`src/flc_pkg.sv`:
```
package flc_pkg;

  // clock and figures as specified
  localparam real CLK_NS          = 8.0;
  localparam real T_PSUS_TYP_US   = 9.4;
  localparam real T_ESUS_TYP_US   = 16.0;
  localparam real T_ABORT_TYP_US  = 16.0;
  localparam real T_MRSTOP_MIN_US = 10.36;
  localparam real T_AISTOP_MAX_NS = 80.0;
  localparam real T_RCV_MIN_US    = 16.0;
  localparam int  PLUS_FOUR       = 4;
  localparam int  PLUS_SEVEN      = 7;
  localparam int  PLUS_FIFTEEN    = 15;

  localparam int CNT_W = 16;
  localparam logic [CNT_W-1:0] PSUS_CNT =
    CNT_W'(int'($ceil(T_PSUS_TYP_US * 1000.0 / CLK_NS)) + PLUS_FOUR);
  localparam logic [CNT_W-1:0] ESUS_CNT =
    CNT_W'(int'($ceil(T_ESUS_TYP_US * 1000.0 / CLK_NS)) + PLUS_FOUR);
  localparam logic [CNT_W-1:0] ABORT_CNT =
    CNT_W'(int'($ceil(T_ABORT_TYP_US * 1000.0 / CLK_NS)) + PLUS_FOUR);
  localparam logic [CNT_W-1:0] MRSTOP_CNT =
    CNT_W'(int'($ceil(T_MRSTOP_MIN_US * 1000.0 / CLK_NS)) + PLUS_FOUR);
  localparam logic [CNT_W-1:0] AISTOP_CNT =
    CNT_W'(int'($floor(T_AISTOP_MAX_NS / CLK_NS)) + PLUS_FIFTEEN);
  localparam logic [CNT_W-1:0] RCV_CNT =
    CNT_W'(int'($ceil(T_RCV_MIN_US * 1000.0 / CLK_NS)) + PLUS_SEVEN);

  // register byte offsets
  localparam logic [7:0] CTRL_OFS    = 8'h00;
  localparam logic [7:0] STAT_OFS    = 8'h04;
  localparam logic [7:0] RDCFG_OFS   = 8'h08;
  localparam logic [7:0] IRQ_ST_OFS  = 8'h0c;
  localparam logic [7:0] IRQ_MSK_OFS = 8'h10;

  // control bit positions
  localparam int CTRL_W    = 9;
  localparam int C_HV      = 0;
  localparam int C_PSUS    = 1;
  localparam int C_ESUS    = 2;
  localparam int C_ERASE   = 3;
  localparam int C_AIE     = 4;
  localparam int C_INTEGRITY_CHECK_SUSPEND   = 5;
  localparam int C_INTEGRITY_BREAKPOINT_NEGATE   = 6;
  localparam int C_MARGIN  = 7;
  localparam int C_LOWPWR  = 8;
  localparam logic [CTRL_W-1:0] CTRL_RST = 9'h000;

  // read configuration fields
  localparam int RWS_W   = 3;
  localparam int APS_W   = 2;
  localparam int RWS_POS = 0;
  localparam int APS_POS = 4;
  localparam logic [RWS_W-1:0] RWS_RST = 3'h0;
  localparam logic [APS_W-1:0] APS_RST = 2'h0;

  // interrupt bits
  localparam int IRQ_W        = 3;
  localparam int I_OP_DONE    = 0;
  localparam int I_CHK_DONE   = 1;
  localparam int I_RCV_DONE   = 2;
  localparam logic [IRQ_W-1:0] IRQ_RST = 3'h0;

  typedef enum logic [4:0] {
    OP_IDLE = 5'b00001,
    OP_RUN  = 5'b00010,
    OP_STOP = 5'b00100,
    OP_SUSP = 5'b01000,
    OP_END  = 5'b10000
  } flc_op_st_t;

  typedef enum logic [4:0] {
    CK_IDLE = 5'b00001,
    CK_RUN  = 5'b00010,
    CK_STOP = 5'b00100,
    CK_SUSP = 5'b01000,
    CK_END  = 5'b10000
  } flc_chk_st_t;

  function automatic logic [31:0] flc_merge(input logic [31:0] old_v,
                                            input logic [31:0] wr_v,
                                            input logic [3:0]  sel);
    logic [31:0] m;
    m = {{8{sel[3]}}, {8{sel[2]}}, {8{sel[1]}}, {8{sel[0]}}};
    return (old_v & ~m) | (wr_v & m);
  endfunction : flc_merge

endpackage : flc_pkg

```
`src/flc_flash_seq.sv`:
```
// Notes on behaviour
// (RL1) program suspend sets completion flag 9.4 us typ plus four clocks later
// (RL2) erase suspend sets completion flag 16 us typ plus four clocks later
// (RL3) clearing suspend with hv enable still set resumes, flag low fast
// (RL4) hv enable rising starts operation, completion flag cleared next edge
// (RL5) hv enable falling aborts, completion flag set 16 us plus four clocks
// (RL6) leaving low power needs 16 us plus seven clocks before ready
// (RL7) check enable rising or resume clears check-done at the next edge
// (RL8) integrity abort or suspend sets check-done within 80 ns plus 15 clocks
// (RL9) margin read abort or suspend sets check-done 10.36 us plus four clocks
// (RL10) software picks wait states and pipeline setting by flash clock
// (RL11) completion flags read one while nothing is in progress
//
// Added by the designer: the placing of the registers and the Wishbone slave port.
module flc_flash_seq #(
  parameter int OP_CYCLES  = 1000,
  parameter int CHK_CYCLES = 1000
) (
  input  wire logic                      clk_i,
  input  wire logic                      rst_i,
  input  wire logic                      wb_cyc_i,
  input  wire logic                      wb_stb_i,
  input  wire logic                      wb_we_i,
  input  wire logic [7:0]                wb_adr_i,
  input  wire logic [3:0]                wb_sel_i,
  input  wire logic [31:0]               wb_dat_i,
  output logic      [31:0]               wb_dat_o,
  output logic                           wb_ack_o,
  output logic                           irq_o,
  output logic                           hv_operation_enable_o,
  output logic                           done_o,
  output logic                           integrity_check_done_o,
  output logic                           flash_ready_o,
  output logic      [flc_pkg::RWS_W-1:0] read_wait_states_o,
  output logic      [flc_pkg::APS_W-1:0] addr_pipeline_setting_o
);
  import flc_pkg::*;

  if (OP_CYCLES < 1 || OP_CYCLES > 65535) begin : g_op_chk
    $error("OP_CYCLES out of range");
  end
  if (CHK_CYCLES < 1 || CHK_CYCLES > 65535) begin : g_chk_chk
    $error("CHK_CYCLES out of range");
  end

  localparam logic [CNT_W-1:0] OP_LEN  = CNT_W'(OP_CYCLES);
  localparam logic [CNT_W-1:0] CHK_LEN = CNT_W'(CHK_CYCLES);

  typedef struct packed {
    logic [CTRL_W-1:0] ctrl;
    logic [RWS_W-1:0]  rws;
    logic [APS_W-1:0]  aps;
    flc_op_st_t        op;
    logic              op_erase;
    logic              op_abort;
    logic [CNT_W-1:0]  op_left;
    logic [CNT_W-1:0]  op_tmr;
    flc_chk_st_t       chk;
    logic              chk_abort;
    logic [CNT_W-1:0]  chk_left;
    logic [CNT_W-1:0]  chk_tmr;
    logic              rcv;
    logic [CNT_W-1:0]  rcv_tmr;
    logic              done;
    logic              cdone;
    logic              ready;
    logic [IRQ_W-1:0]  irq_st;
    logic [IRQ_W-1:0]  irq_msk;
    logic              irq;
    logic              ack;
    logic [31:0]       dat;
  } flc_state_t;

  flc_state_t q;
  flc_state_t s;

  logic              req;
  logic              wr;
  logic              rd_clr;
  logic [CTRL_W-1:0] nc;
  logic [31:0]       wv;
  logic [IRQ_W-1:0]  ev;
  logic              hv_rise;
  logic              hv_fall;
  logic              sus_req;
  logic              sus_off;

  always_comb
  begin
    s       = q;
    req     = wb_cyc_i & wb_stb_i;
    // write and read-clear act at the edge that samples ack
    wr      = req & q.ack & wb_we_i;
    rd_clr  = req & q.ack & ~wb_we_i & (wb_adr_i == IRQ_ST_OFS);
    s.ack   = req & ~q.ack;
    ev      = '0;
    nc      = q.ctrl;
    wv      = '0;
    if (wr && wb_adr_i == CTRL_OFS)
    begin
      wv = flc_merge({23'h000000, q.ctrl}, wb_dat_i, wb_sel_i);
      nc = wv[CTRL_W-1:0];
    end
    else if (wr && wb_adr_i == RDCFG_OFS)
    begin
      wv = flc_merge({26'h0000000, q.aps, 1'b0, q.rws}, wb_dat_i, wb_sel_i);
      s.rws = wv[RWS_POS +: RWS_W]; // [RL10]
      s.aps = wv[APS_POS +: APS_W]; // [RL10]
    end
    else if (wr && wb_adr_i == IRQ_MSK_OFS)
    begin
      wv = flc_merge({29'h00000000, q.irq_msk}, wb_dat_i, wb_sel_i);
      s.irq_msk = wv[IRQ_W-1:0];
    end
    s.ctrl  = nc;
    hv_rise = nc[C_HV] & ~q.ctrl[C_HV];
    hv_fall = ~nc[C_HV] & q.ctrl[C_HV];
    sus_req = q.op_erase ? (nc[C_ESUS] & ~q.ctrl[C_ESUS])
                         : (nc[C_PSUS] & ~q.ctrl[C_PSUS]);
    sus_off = q.op_erase ? ~nc[C_ESUS] : ~nc[C_PSUS];

    // program / erase sequencer
    case (q.op)
      OP_IDLE:
      begin
        s.done = 1'b1; // [RL11]
        if (hv_rise && q.ready)
        begin
          s.op       = OP_RUN;
          s.op_erase = nc[C_ERASE];
          s.op_left  = OP_LEN;
          s.done     = 1'b0; // [RL4]
        end
      end
      OP_RUN:
      begin
        s.op_left = q.op_left - 1'b1;
        if (hv_fall)
        begin
          s.op       = OP_STOP;
          s.op_abort = 1'b1;
          s.op_tmr   = ABORT_CNT - 1'b1; // [RL5]
        end
        else if (sus_req)
        begin
          s.op       = OP_STOP;
          s.op_abort = 1'b0;
          // [RL1] [RL2]
          s.op_tmr   = (q.op_erase ? ESUS_CNT : PSUS_CNT) - 1'b1;
        end
        else if (q.op_left == 1)
        begin
          s.op   = OP_END;
          s.done = 1'b1;
        end
      end
      OP_STOP:
      begin
        // latency runs to its end, later requests wait behind it
        s.op_tmr = q.op_tmr - 1'b1;
        if (q.op_tmr == 0)
        begin
          s.done = 1'b1; // [RL1] [RL2] [RL5]
          s.op   = (q.op_abort || !nc[C_HV]) ? OP_IDLE : OP_SUSP;
        end
      end
      OP_SUSP:
      begin
        if (!nc[C_HV])
          s.op = OP_IDLE;
        else if (sus_off)
        begin
          s.op   = OP_RUN;
          s.done = 1'b0; // [RL3]
        end
      end
      OP_END:
      begin
        if (!nc[C_HV])
          s.op = OP_IDLE;
      end
      default:
      begin
        s.op   = OP_IDLE;
        s.done = 1'b1;
      end
    endcase

    // margin read / array integrity sequencer
    case (q.chk)
      CK_IDLE:
      begin
        s.cdone = 1'b1; // [RL11]
        if (nc[C_AIE] && !q.ctrl[C_AIE] && q.ready)
        begin
          s.chk      = CK_RUN;
          s.chk_left = CHK_LEN;
          s.cdone    = 1'b0; // [RL7]
        end
      end
      CK_RUN:
      begin
        s.chk_left = q.chk_left - 1'b1;
        if (!nc[C_AIE] || (nc[C_INTEGRITY_CHECK_SUSPEND] && !q.ctrl[C_INTEGRITY_CHECK_SUSPEND]))
        begin
          s.chk       = CK_STOP;
          s.chk_abort = ~nc[C_AIE];
          // margin read stops far slower than integrity check
          s.chk_tmr   = (nc[C_MARGIN] ? MRSTOP_CNT : AISTOP_CNT)
                        - 1'b1; // [RL8] [RL9]
        end
        else if (q.chk_left == 1)
        begin
          s.chk   = CK_END;
          s.cdone = 1'b1;
        end
      end
      CK_STOP:
      begin
        s.chk_tmr = q.chk_tmr - 1'b1;
        if (q.chk_tmr == 0)
        begin
          s.cdone = 1'b1; // [RL8] [RL9]
          s.chk   = (q.chk_abort || !nc[C_AIE]) ? CK_IDLE : CK_SUSP;
        end
      end
      CK_SUSP:
      begin
        if (!nc[C_AIE])
          s.chk = CK_IDLE;
        else if ((!nc[C_INTEGRITY_CHECK_SUSPEND] && q.ctrl[C_INTEGRITY_CHECK_SUSPEND]) ||
                 (!nc[C_INTEGRITY_BREAKPOINT_NEGATE] && q.ctrl[C_INTEGRITY_BREAKPOINT_NEGATE]))
        begin
          s.chk   = CK_RUN;
          s.cdone = 1'b0; // [RL7]
        end
      end
      CK_END:
      begin
        if (!nc[C_AIE])
          s.chk = CK_IDLE;
      end
      default:
      begin
        s.chk   = CK_IDLE;
        s.cdone = 1'b1;
      end
    endcase

    // low power exit recovery
    if (!nc[C_LOWPWR] && q.ctrl[C_LOWPWR])
    begin
      s.rcv     = 1'b1;
      s.rcv_tmr = RCV_CNT - 1'b1; // [RL6]
    end
    else if (q.rcv)
    begin
      s.rcv_tmr = q.rcv_tmr - 1'b1;
      if (q.rcv_tmr == 0)
      begin
        s.rcv             = 1'b0; // [RL6]
        ev[I_RCV_DONE]    = 1'b1;
      end
    end
    s.ready = ~nc[C_LOWPWR] & ~s.rcv; // [RL6]

    ev[I_OP_DONE]  = s.done & ~q.done;
    ev[I_CHK_DONE] = s.cdone & ~q.cdone;
    // set wins over the read clear
    s.irq_st = (q.irq_st & ~(rd_clr ? q.dat[IRQ_W-1:0] : IRQ_RST)) | ev;
    s.irq    = |(s.irq_st & s.irq_msk);

    if (s.ack)
    begin
      if (wb_adr_i == CTRL_OFS)
        s.dat = {23'h000000, q.ctrl};
      else if (wb_adr_i == STAT_OFS)
        s.dat = {26'h0000000, q.rcv, q.ready, q.chk != CK_IDLE,
                 q.op != OP_IDLE, q.cdone, q.done};
      else if (wb_adr_i == RDCFG_OFS)
        s.dat = {26'h0000000, q.aps, 1'b0, q.rws};
      else if (wb_adr_i == IRQ_ST_OFS)
        s.dat = {29'h00000000, q.irq_st};
      else if (wb_adr_i == IRQ_MSK_OFS)
        s.dat = {29'h00000000, q.irq_msk};
      else
        s.dat = 32'h00000000;
    end
  end

  always_ff @(posedge clk_i)
  begin
    if (rst_i)
    begin
      q           <= '0;
      q.ctrl      <= CTRL_RST;
      q.rws       <= RWS_RST;
      q.aps       <= APS_RST;
      q.op        <= OP_IDLE;
      q.chk       <= CK_IDLE;
      q.done      <= 1'b1;
      q.cdone     <= 1'b1;
      q.ready     <= 1'b1;
      q.irq_st    <= IRQ_RST;
      q.irq_msk   <= IRQ_RST;
    end
    else
    begin
      q <= s;
    end
  end

  assign wb_dat_o                = q.dat;
  assign wb_ack_o                = q.ack;
  assign irq_o                   = q.irq;
  assign hv_operation_enable_o   = q.ctrl[C_HV];
  assign done_o                  = q.done;
  assign integrity_check_done_o  = q.cdone;
  assign flash_ready_o           = q.ready;
  assign read_wait_states_o      = q.rws;
  assign addr_pipeline_setting_o = q.aps;

endmodule : flc_flash_seq

```
`config.mk`:
```
export PLATFORM = sky130hd
export DESIGN_NAME = flc_flash_seq
export DESIGN_NICKNAME = d
export VERILOG_FILES = /design/src/flc_pkg.sv /design/src/flc_flash_seq.sv
export SDC_FILE = /design/constraint.sdc
export NUM_CORES = 1
export LEC_CHECK = 0
export ABC_AREA = 1
export BUFFER_PORTS_ARGS = -buffer_cell sky130_fd_sc_hd__buf_2
export CORE_ASPECT_RATIO = 0.9
export CORE_MARGIN = 2
export CORE_UTILIZATION = 25
export DETAILED_ROUTE_END_ITERATION = 10
export PLACE_DENSITY_LB_ADDON = 0.2
export SLEW_MARGIN = 20
export SYNTH_ARGS = -nofsm -noshare
export SYNTH_HDL_FRONTEND = slang
export SYNTH_SLANG_ARGS = --single-unit
export TNS_END_PERCENT = 5
```
`constraint.sdc`:
```
create_clock -name clk_i -period 2.3 [get_ports clk_i]
set_input_delay 0.115 -clock clk_i [delete_from_list [all_inputs] [get_ports clk_i]]
set_output_delay 0.115 -clock clk_i [all_outputs]
set_load 0.005 [all_outputs]
```
# --- After elaboration in Yosys (flattened, before gate mapping) ---
# Cells that the tools add are included.
# Widths: inputs -> output; s select.
totals:
  inputBits: 49
  latchBits: 0
  rom_bits: 0
  memories: 0
  elab_cells: 207
  ram_bits: 0
  register_bits: 151
classes:
  bitwise_logic: 39
  eq_ne: 30
  magnitude_cmp: 0
  add_sub_neg: 7
  reduce_logical: 43
  multipliers: 0
  muxes: 65
  shifts: 0
  n_div: 0
op_table:
  columns: ["cell", "n"]
  rows:
  - ["$pmux 16 s2", 4]
  - ["$mux 16", 5]
  - ["$sub 16x1->16 const B", 5]
  - ["$mux 5", 14]
  - ["$pmux 5 s5", 2]
  - ["$logic_not 16->1", 3]
  - ["$mux 17", 2]
  - ["$eq 16x1->1 const B", 2]
  - ["$sub 11x1->12 const B", 2]
  - ["$mux 1", 21]
  - ["$and 9x9->9", 2]
  - ["$mux 3", 6]
  - ["$mux 6", 3]
  - ["$mux 9", 2]
  - ["$eq 8x4->1 const B", 2]
  - ["$reduce_and 2->1", 8]
  - ["$ne 2x2->1 const B", 7]
  - ["$not 1->1", 14]
  - ["$and 1x1->1", 13]
  - ["$ne 3x3->1 const B", 4]
  - ["$reduce_bool 2->1", 6]
  - ["$mux 11", 1]
  - ["$eq 5x1->1 const B", 2]
  - ["$eq 5x2->1 const B", 2]
  - ["24 further kinds", 52]

# --- Longest topological paths before layout ---
logic_depth:
  depth_word: 15
  mapped_depth: 15

# --- Worst setup path before layout ---
# No wires, ideal clock.
synth_timing:
  path_kind: "register -> register"
  from: "register q, in the netlist wb_ack_o"
  to: "register q[66] in the netlist's numbering"
  stages_incl_launch_ff: 13
  t_required_ns: 2.183
  arrival_ns: 1.583
  setup_time_ns: 0.117
  setup_slack_ns: 0.600
  period_less_slack_ns: 1.700
  cell_sequence: "dfxtp_1 nand3_2 nor2_4 nand2_4 nor2_8 nand3_2 nand2_2 nand2_2 nand2_4 buf_6 nand3_1 o21ai_1 a21oi_1"
synth_via:
  elab_chain_len: 8
  word_cells_on_any_way: 13
  cone_classes: "1 x add/sub; 1 x eq/ne; 4 x mux; 2 x bitwise; 5 x reduce/logical"
synth_rtl:
  columns: ["item", "line_no", "source"]
  rows:
  - ["start: declaration", "flc_flash_seq.sv:74", "flc_state_t q;"]
  - ["start signal: assignment", "flc_flash_seq.sv:309", "q <= s;"]
  - ["$and 1x1->1 (*) (2 in series)", "flc_flash_seq.sv:93", "wr = req & q.ack & wb_we_i;"]
  - ["$logic_and 1x1->1 (*)", "flc_flash_seq.sv:99", "if (wr && wb_adr_i == CTRL_OFS)"]
  - ["$mux 9 (*)", "flc_flash_seq.sv:99", null]
  - ["$mux 11 (tied with other cells)", "flc_flash_seq.sv:209", "s.chk_tmr = (nc[C_MARGIN] ? MRSTOP_CNT : AISTOP_CNT)"]
  - ["$sub 11x1->12 / $logic_or 1x1->1 (equally long branches)", "flc_flash_seq.sv:210, flc_flash_seq.sv:204", null]
  - ["$mux 16 / $ne 2x2->1 (equally long branches)", null, null]
  - ["$pmux 16 s2 / $reduce_and 2->1 (equally long branches)", null, null]
# Mark *: on every way between the ends. The rest lies on a longest branch, timed or not. The select of a mux whose other input is x is not followed.
# A chain may end at the register's enable or synchronous reset.

# --- Final worst setup path ---
layout_timing:
  from: "register q, in the netlist wb_ack_o"
  to: "register q[69] in the netlist's numbering"
# Same word-level chain as after synthesis.

==> results by group <==
Synth
  – FFs w/ async S/R, synth: 0%
  – Seq cells post-synth: 128
  – Synth cell types: 55
  – Syn Std Cell Area: 7170 um2
  – Post-Synthesis Cells: between 1000 and 1500
  – Predominant post-synthesis flop cell: dfxtp_1
  – Seq/Total Area, Yosys: 35.8%
  – Post-synth EDFFs: 0
  – Synth warn: 0
  – Syn Area/Cell: 6.90 um2

Clocking
  – Root buffer cell: clkbuf_16
  – CTS tree: built
  – Post-cts sizing count: 0
  – Clock Path Buffers: 2
  – Clock slew at reported path FFs: ~0.070 ns
  – CTS Buf Count: 17
  – H-tree levels: 4
  – Worst skew pair latency: 0.43 ns
  – Sink Count: between 100 and 150

Job
  – Max cap viols: 0

Power
  – Total Power: approximately 5.5 mW
  – Pleak: around 3.6 nW
  – Peak VDD IR: approximately 420 uV
  – Power Dens Cells: approximately 660 nW/um2

Layout
  – Most frequent cells in the layout: nand2_1 (182), nor2_1 (150), dfxtp_1 (128)
  – Synthesis-to-layout area growth: 15.6%
  – ANT cells: 0
  – Layout Nets: 1140
  – Commonest non-fill, non-tap cell in the layout: nand2_1
  – Final Instance Area: 8280 um2
  – Fraction of layout cells with a size suffix above 1: between 10% and 20%

Floorplanning
  – Core area: around 28000 um2
  – Width of the die: approximately 180 um
  – Starting Density: between 20 and 30%
  – Die area: between 30000 and 40000 um2
  – Die height: between 150 and 200 um
  – Core Rows: 58
  – IO Count: between 90 and 100

STA
  – Skew final: about 0.013 ns
  – Setup WS post-layout: 0.325 ns
  – Final setup violation count: 0
  – Shortest period the worst path allows: approximately 2.0 ns
  – Slew at the pin closest to its max-slew limit: around 0.63 ns
  – Slew Limit Fails: 0
  – Slew headroom: between 50% and 60%
  – Hold Violations, Final: 0
  – Tcrit/Tclk final: 85.9%
  – FMAX: ~510 MHz
  – RSZ-0062 raised after global routing: no
  – Final setup TNS: 0 ns

Placed design
  – Pre-CTS WS: between 0.3 and 0.4 ns
  – Placed cell area: 7680 um2
  – GPL Wtd Cong: about 0.82
  – IO Port Bufs: between 40 and 50
  – Hpwl dp: about 14000 um

Routing
  – Detailed Routing Iterations Pass 1: 5
  – Vias: approximately 6500
  – Via density: ~4.5
  – Final wirelength: around 19000 um
  – DRC Markers: 0
  – Mean routed wirelength per cell: approximately 13 um
  – Antenna Nets Post-Route: 0
  – Starting DRT DRC Count: 368

Worst setup path
  – Critical path required time: 2.63 ns
  – FF-to-FF path depth: 13
  – WP data arrival: 2.30 ns
  – CP Max Fanout: 14
  – Reg2Reg Setup Slack: ~0.32 ns
  – Startpoint Class: flop
  – CP Capture Type: flop
  – Worst r2r src: wb_ack_o
  – Reg2reg end: q[69]
  – Kind of critical path: reg -> reg

GRT
  – GRT Total Usage: 13.1%
  – Grt ovf: 0
  – First-pass GRT wire length: about 31000 um
  – Initial antenna violation count: 0
  – Pin count of the biggest net entering global routing: 45
  – Vias in the first global route: a little over 6000

Hold path
  – Worst hold stages: 3
  – Worst Hold Class: in -> reg
  – HP Start: wb_dat_i[2]

Run status
  – Status: completed
-- worst max-delay path, cell delays in order, from the launching register on --
cell,delay (ns)
dfxtp_1,0.38
nand4_1,0.11
nor2_2,0.22
nand2_2,0.19
nand2_1,0.13
nand2_2,0.09
nand2_2,0.09
nand2_2,0.11
nand2_4,0.17
nand3_2,0.12
inv_2,0.10
nand3_1,0.07
nand2_1,0.06
nor2_1,0.04
-- repair_timing --
action | 4_1_cts | 5_1_grt
buffers inserted | 0 | 0
hold endpoints to repair | 2 | 0
hold buffers | 2 | 0
-- cells in the mapped netlist (4+ instances only) --
| library cell | number | share of area [%] |
|---|---|---|
| o211ai_1 | 6 | 0.63 |
| clkbuf_1 | 13 | 0.68 |
| nor4_1 | 7 | 0.61 |
| o21ai_0 | 50 | 3.5 |
| nor4_2 | 4 | 0.70 |
| buf_4 | 38 | 4.0 |
| xnor2_1 | 14 | 1.7 |
| xor2_1 | 16 | 2.0 |
| nor3_2 | 6 | 0.84 |
| nand3_2 | 5 | 0.70 |
| a21oi_1 | 78 | 5.4 |
| nor3_1 | 21 | 1.5 |
| o21ai_1 | 14 | 0.98 |
| nor2_1 | 150 | 7.9 |
| or2_2 | 9 | 0.79 |
| o31ai_1 | 5 | 0.52 |
| buf_2 | 4 | 0.28 |
| nand4_1 | 29 | 2.5 |
| nand2_2 | 9 | 0.79 |
| a31oi_1 | 11 | 0.96 |
| dfxtp_1 | 128 | 36 |
| nand3_1 | 50 | 3.5 |
| inv_1 | 126 | 6.6 |
| a211oi_1 | 5 | 0.52 |
| ha_1 | 7 | 1.2 |
| nand2_1 | 182 | 9.5 |
-- power by group --
part           total (mW)  internal, mW  switching, mW
registers            2.29          2.26         0.0324
clock network        2.71          1.61           1.10
logic               0.481         0.156          0.325
total                5.48          4.03           1.45
-- state kept, by name, summed over array words and instances (netlist names), named ones only --
signal                  count
flash_ready_o               1
hv_operation_enable_o       1
irq_o                       1
integrity_check_done_o      1
done_o                      1
wb_dat_o                    9
q                         108
wb_ack_o                    1
-- area by class of cell --
| type | count | area, um2 |
|---|---|---|
| sequential | 128 | 2560 |
| clock inverter | 14 | 156 |
| tap | 360 | 450 |
| inverter | 132 | 497 |
| fill | 3074 | 19800 |
| clock buffer | 18 | 429 |
| multi-input combinational | 741 | 3800 |
| timing repair buffer | 64 | 390 |
-- worst max path at each step --
stage / start / endpoint / depth (start not counted)
final: wb_ack_o / q[69] / 13
after global routing: q[116] / q[129] / 12
after CTS: wb_ack_o / q[73] / 11
after detailed placement: wb_ack_o / q[73] / 11
after global placement: wb_ack_o / q[69] / 13
after floorplan: wb_ack_o / q[66] / 12
-- routing by layer --
layer / wire length, um / global-route usage (%)
met1: 10200 / 18.8
met3: 580 / 2.47
met5: 0 / 0
met2: 7880 / 19.5
met4: 229 / 4.33
-- logic make-up (layout without fill, tap and decap cells) --
logic type / count (synthesis) / after routing / synth area share, %
xor gates and xnor gates: 30 / 30 / 3.67
adders and majority gates: 7 / 7 / 1.22
buffers and inverters: 191 / 228 / 12.4
AOI/OAI and AO/OA: 183 / 183 / 14.3
other: 1 / 23 / 0.0523
DFF: 128 / 128 / 35.8
and+or+nand+nor: 498 / 498 / 32.6
-- metrics by stage --
stage | hold WS, ns | instances | utilization (%)
CTS | 0.0138 | 1457 | 29.5
detailed placement | 0.404 | 1423 | 27.3
floorplan | 0.243 | 1060 | -
finish | 0.0147 | 1457 | 29.5
global placement | 0.401 | 1423 | 27.3
global route | 0.0340 | 1457 | 29.5
(Power assumes the default switching activity.)
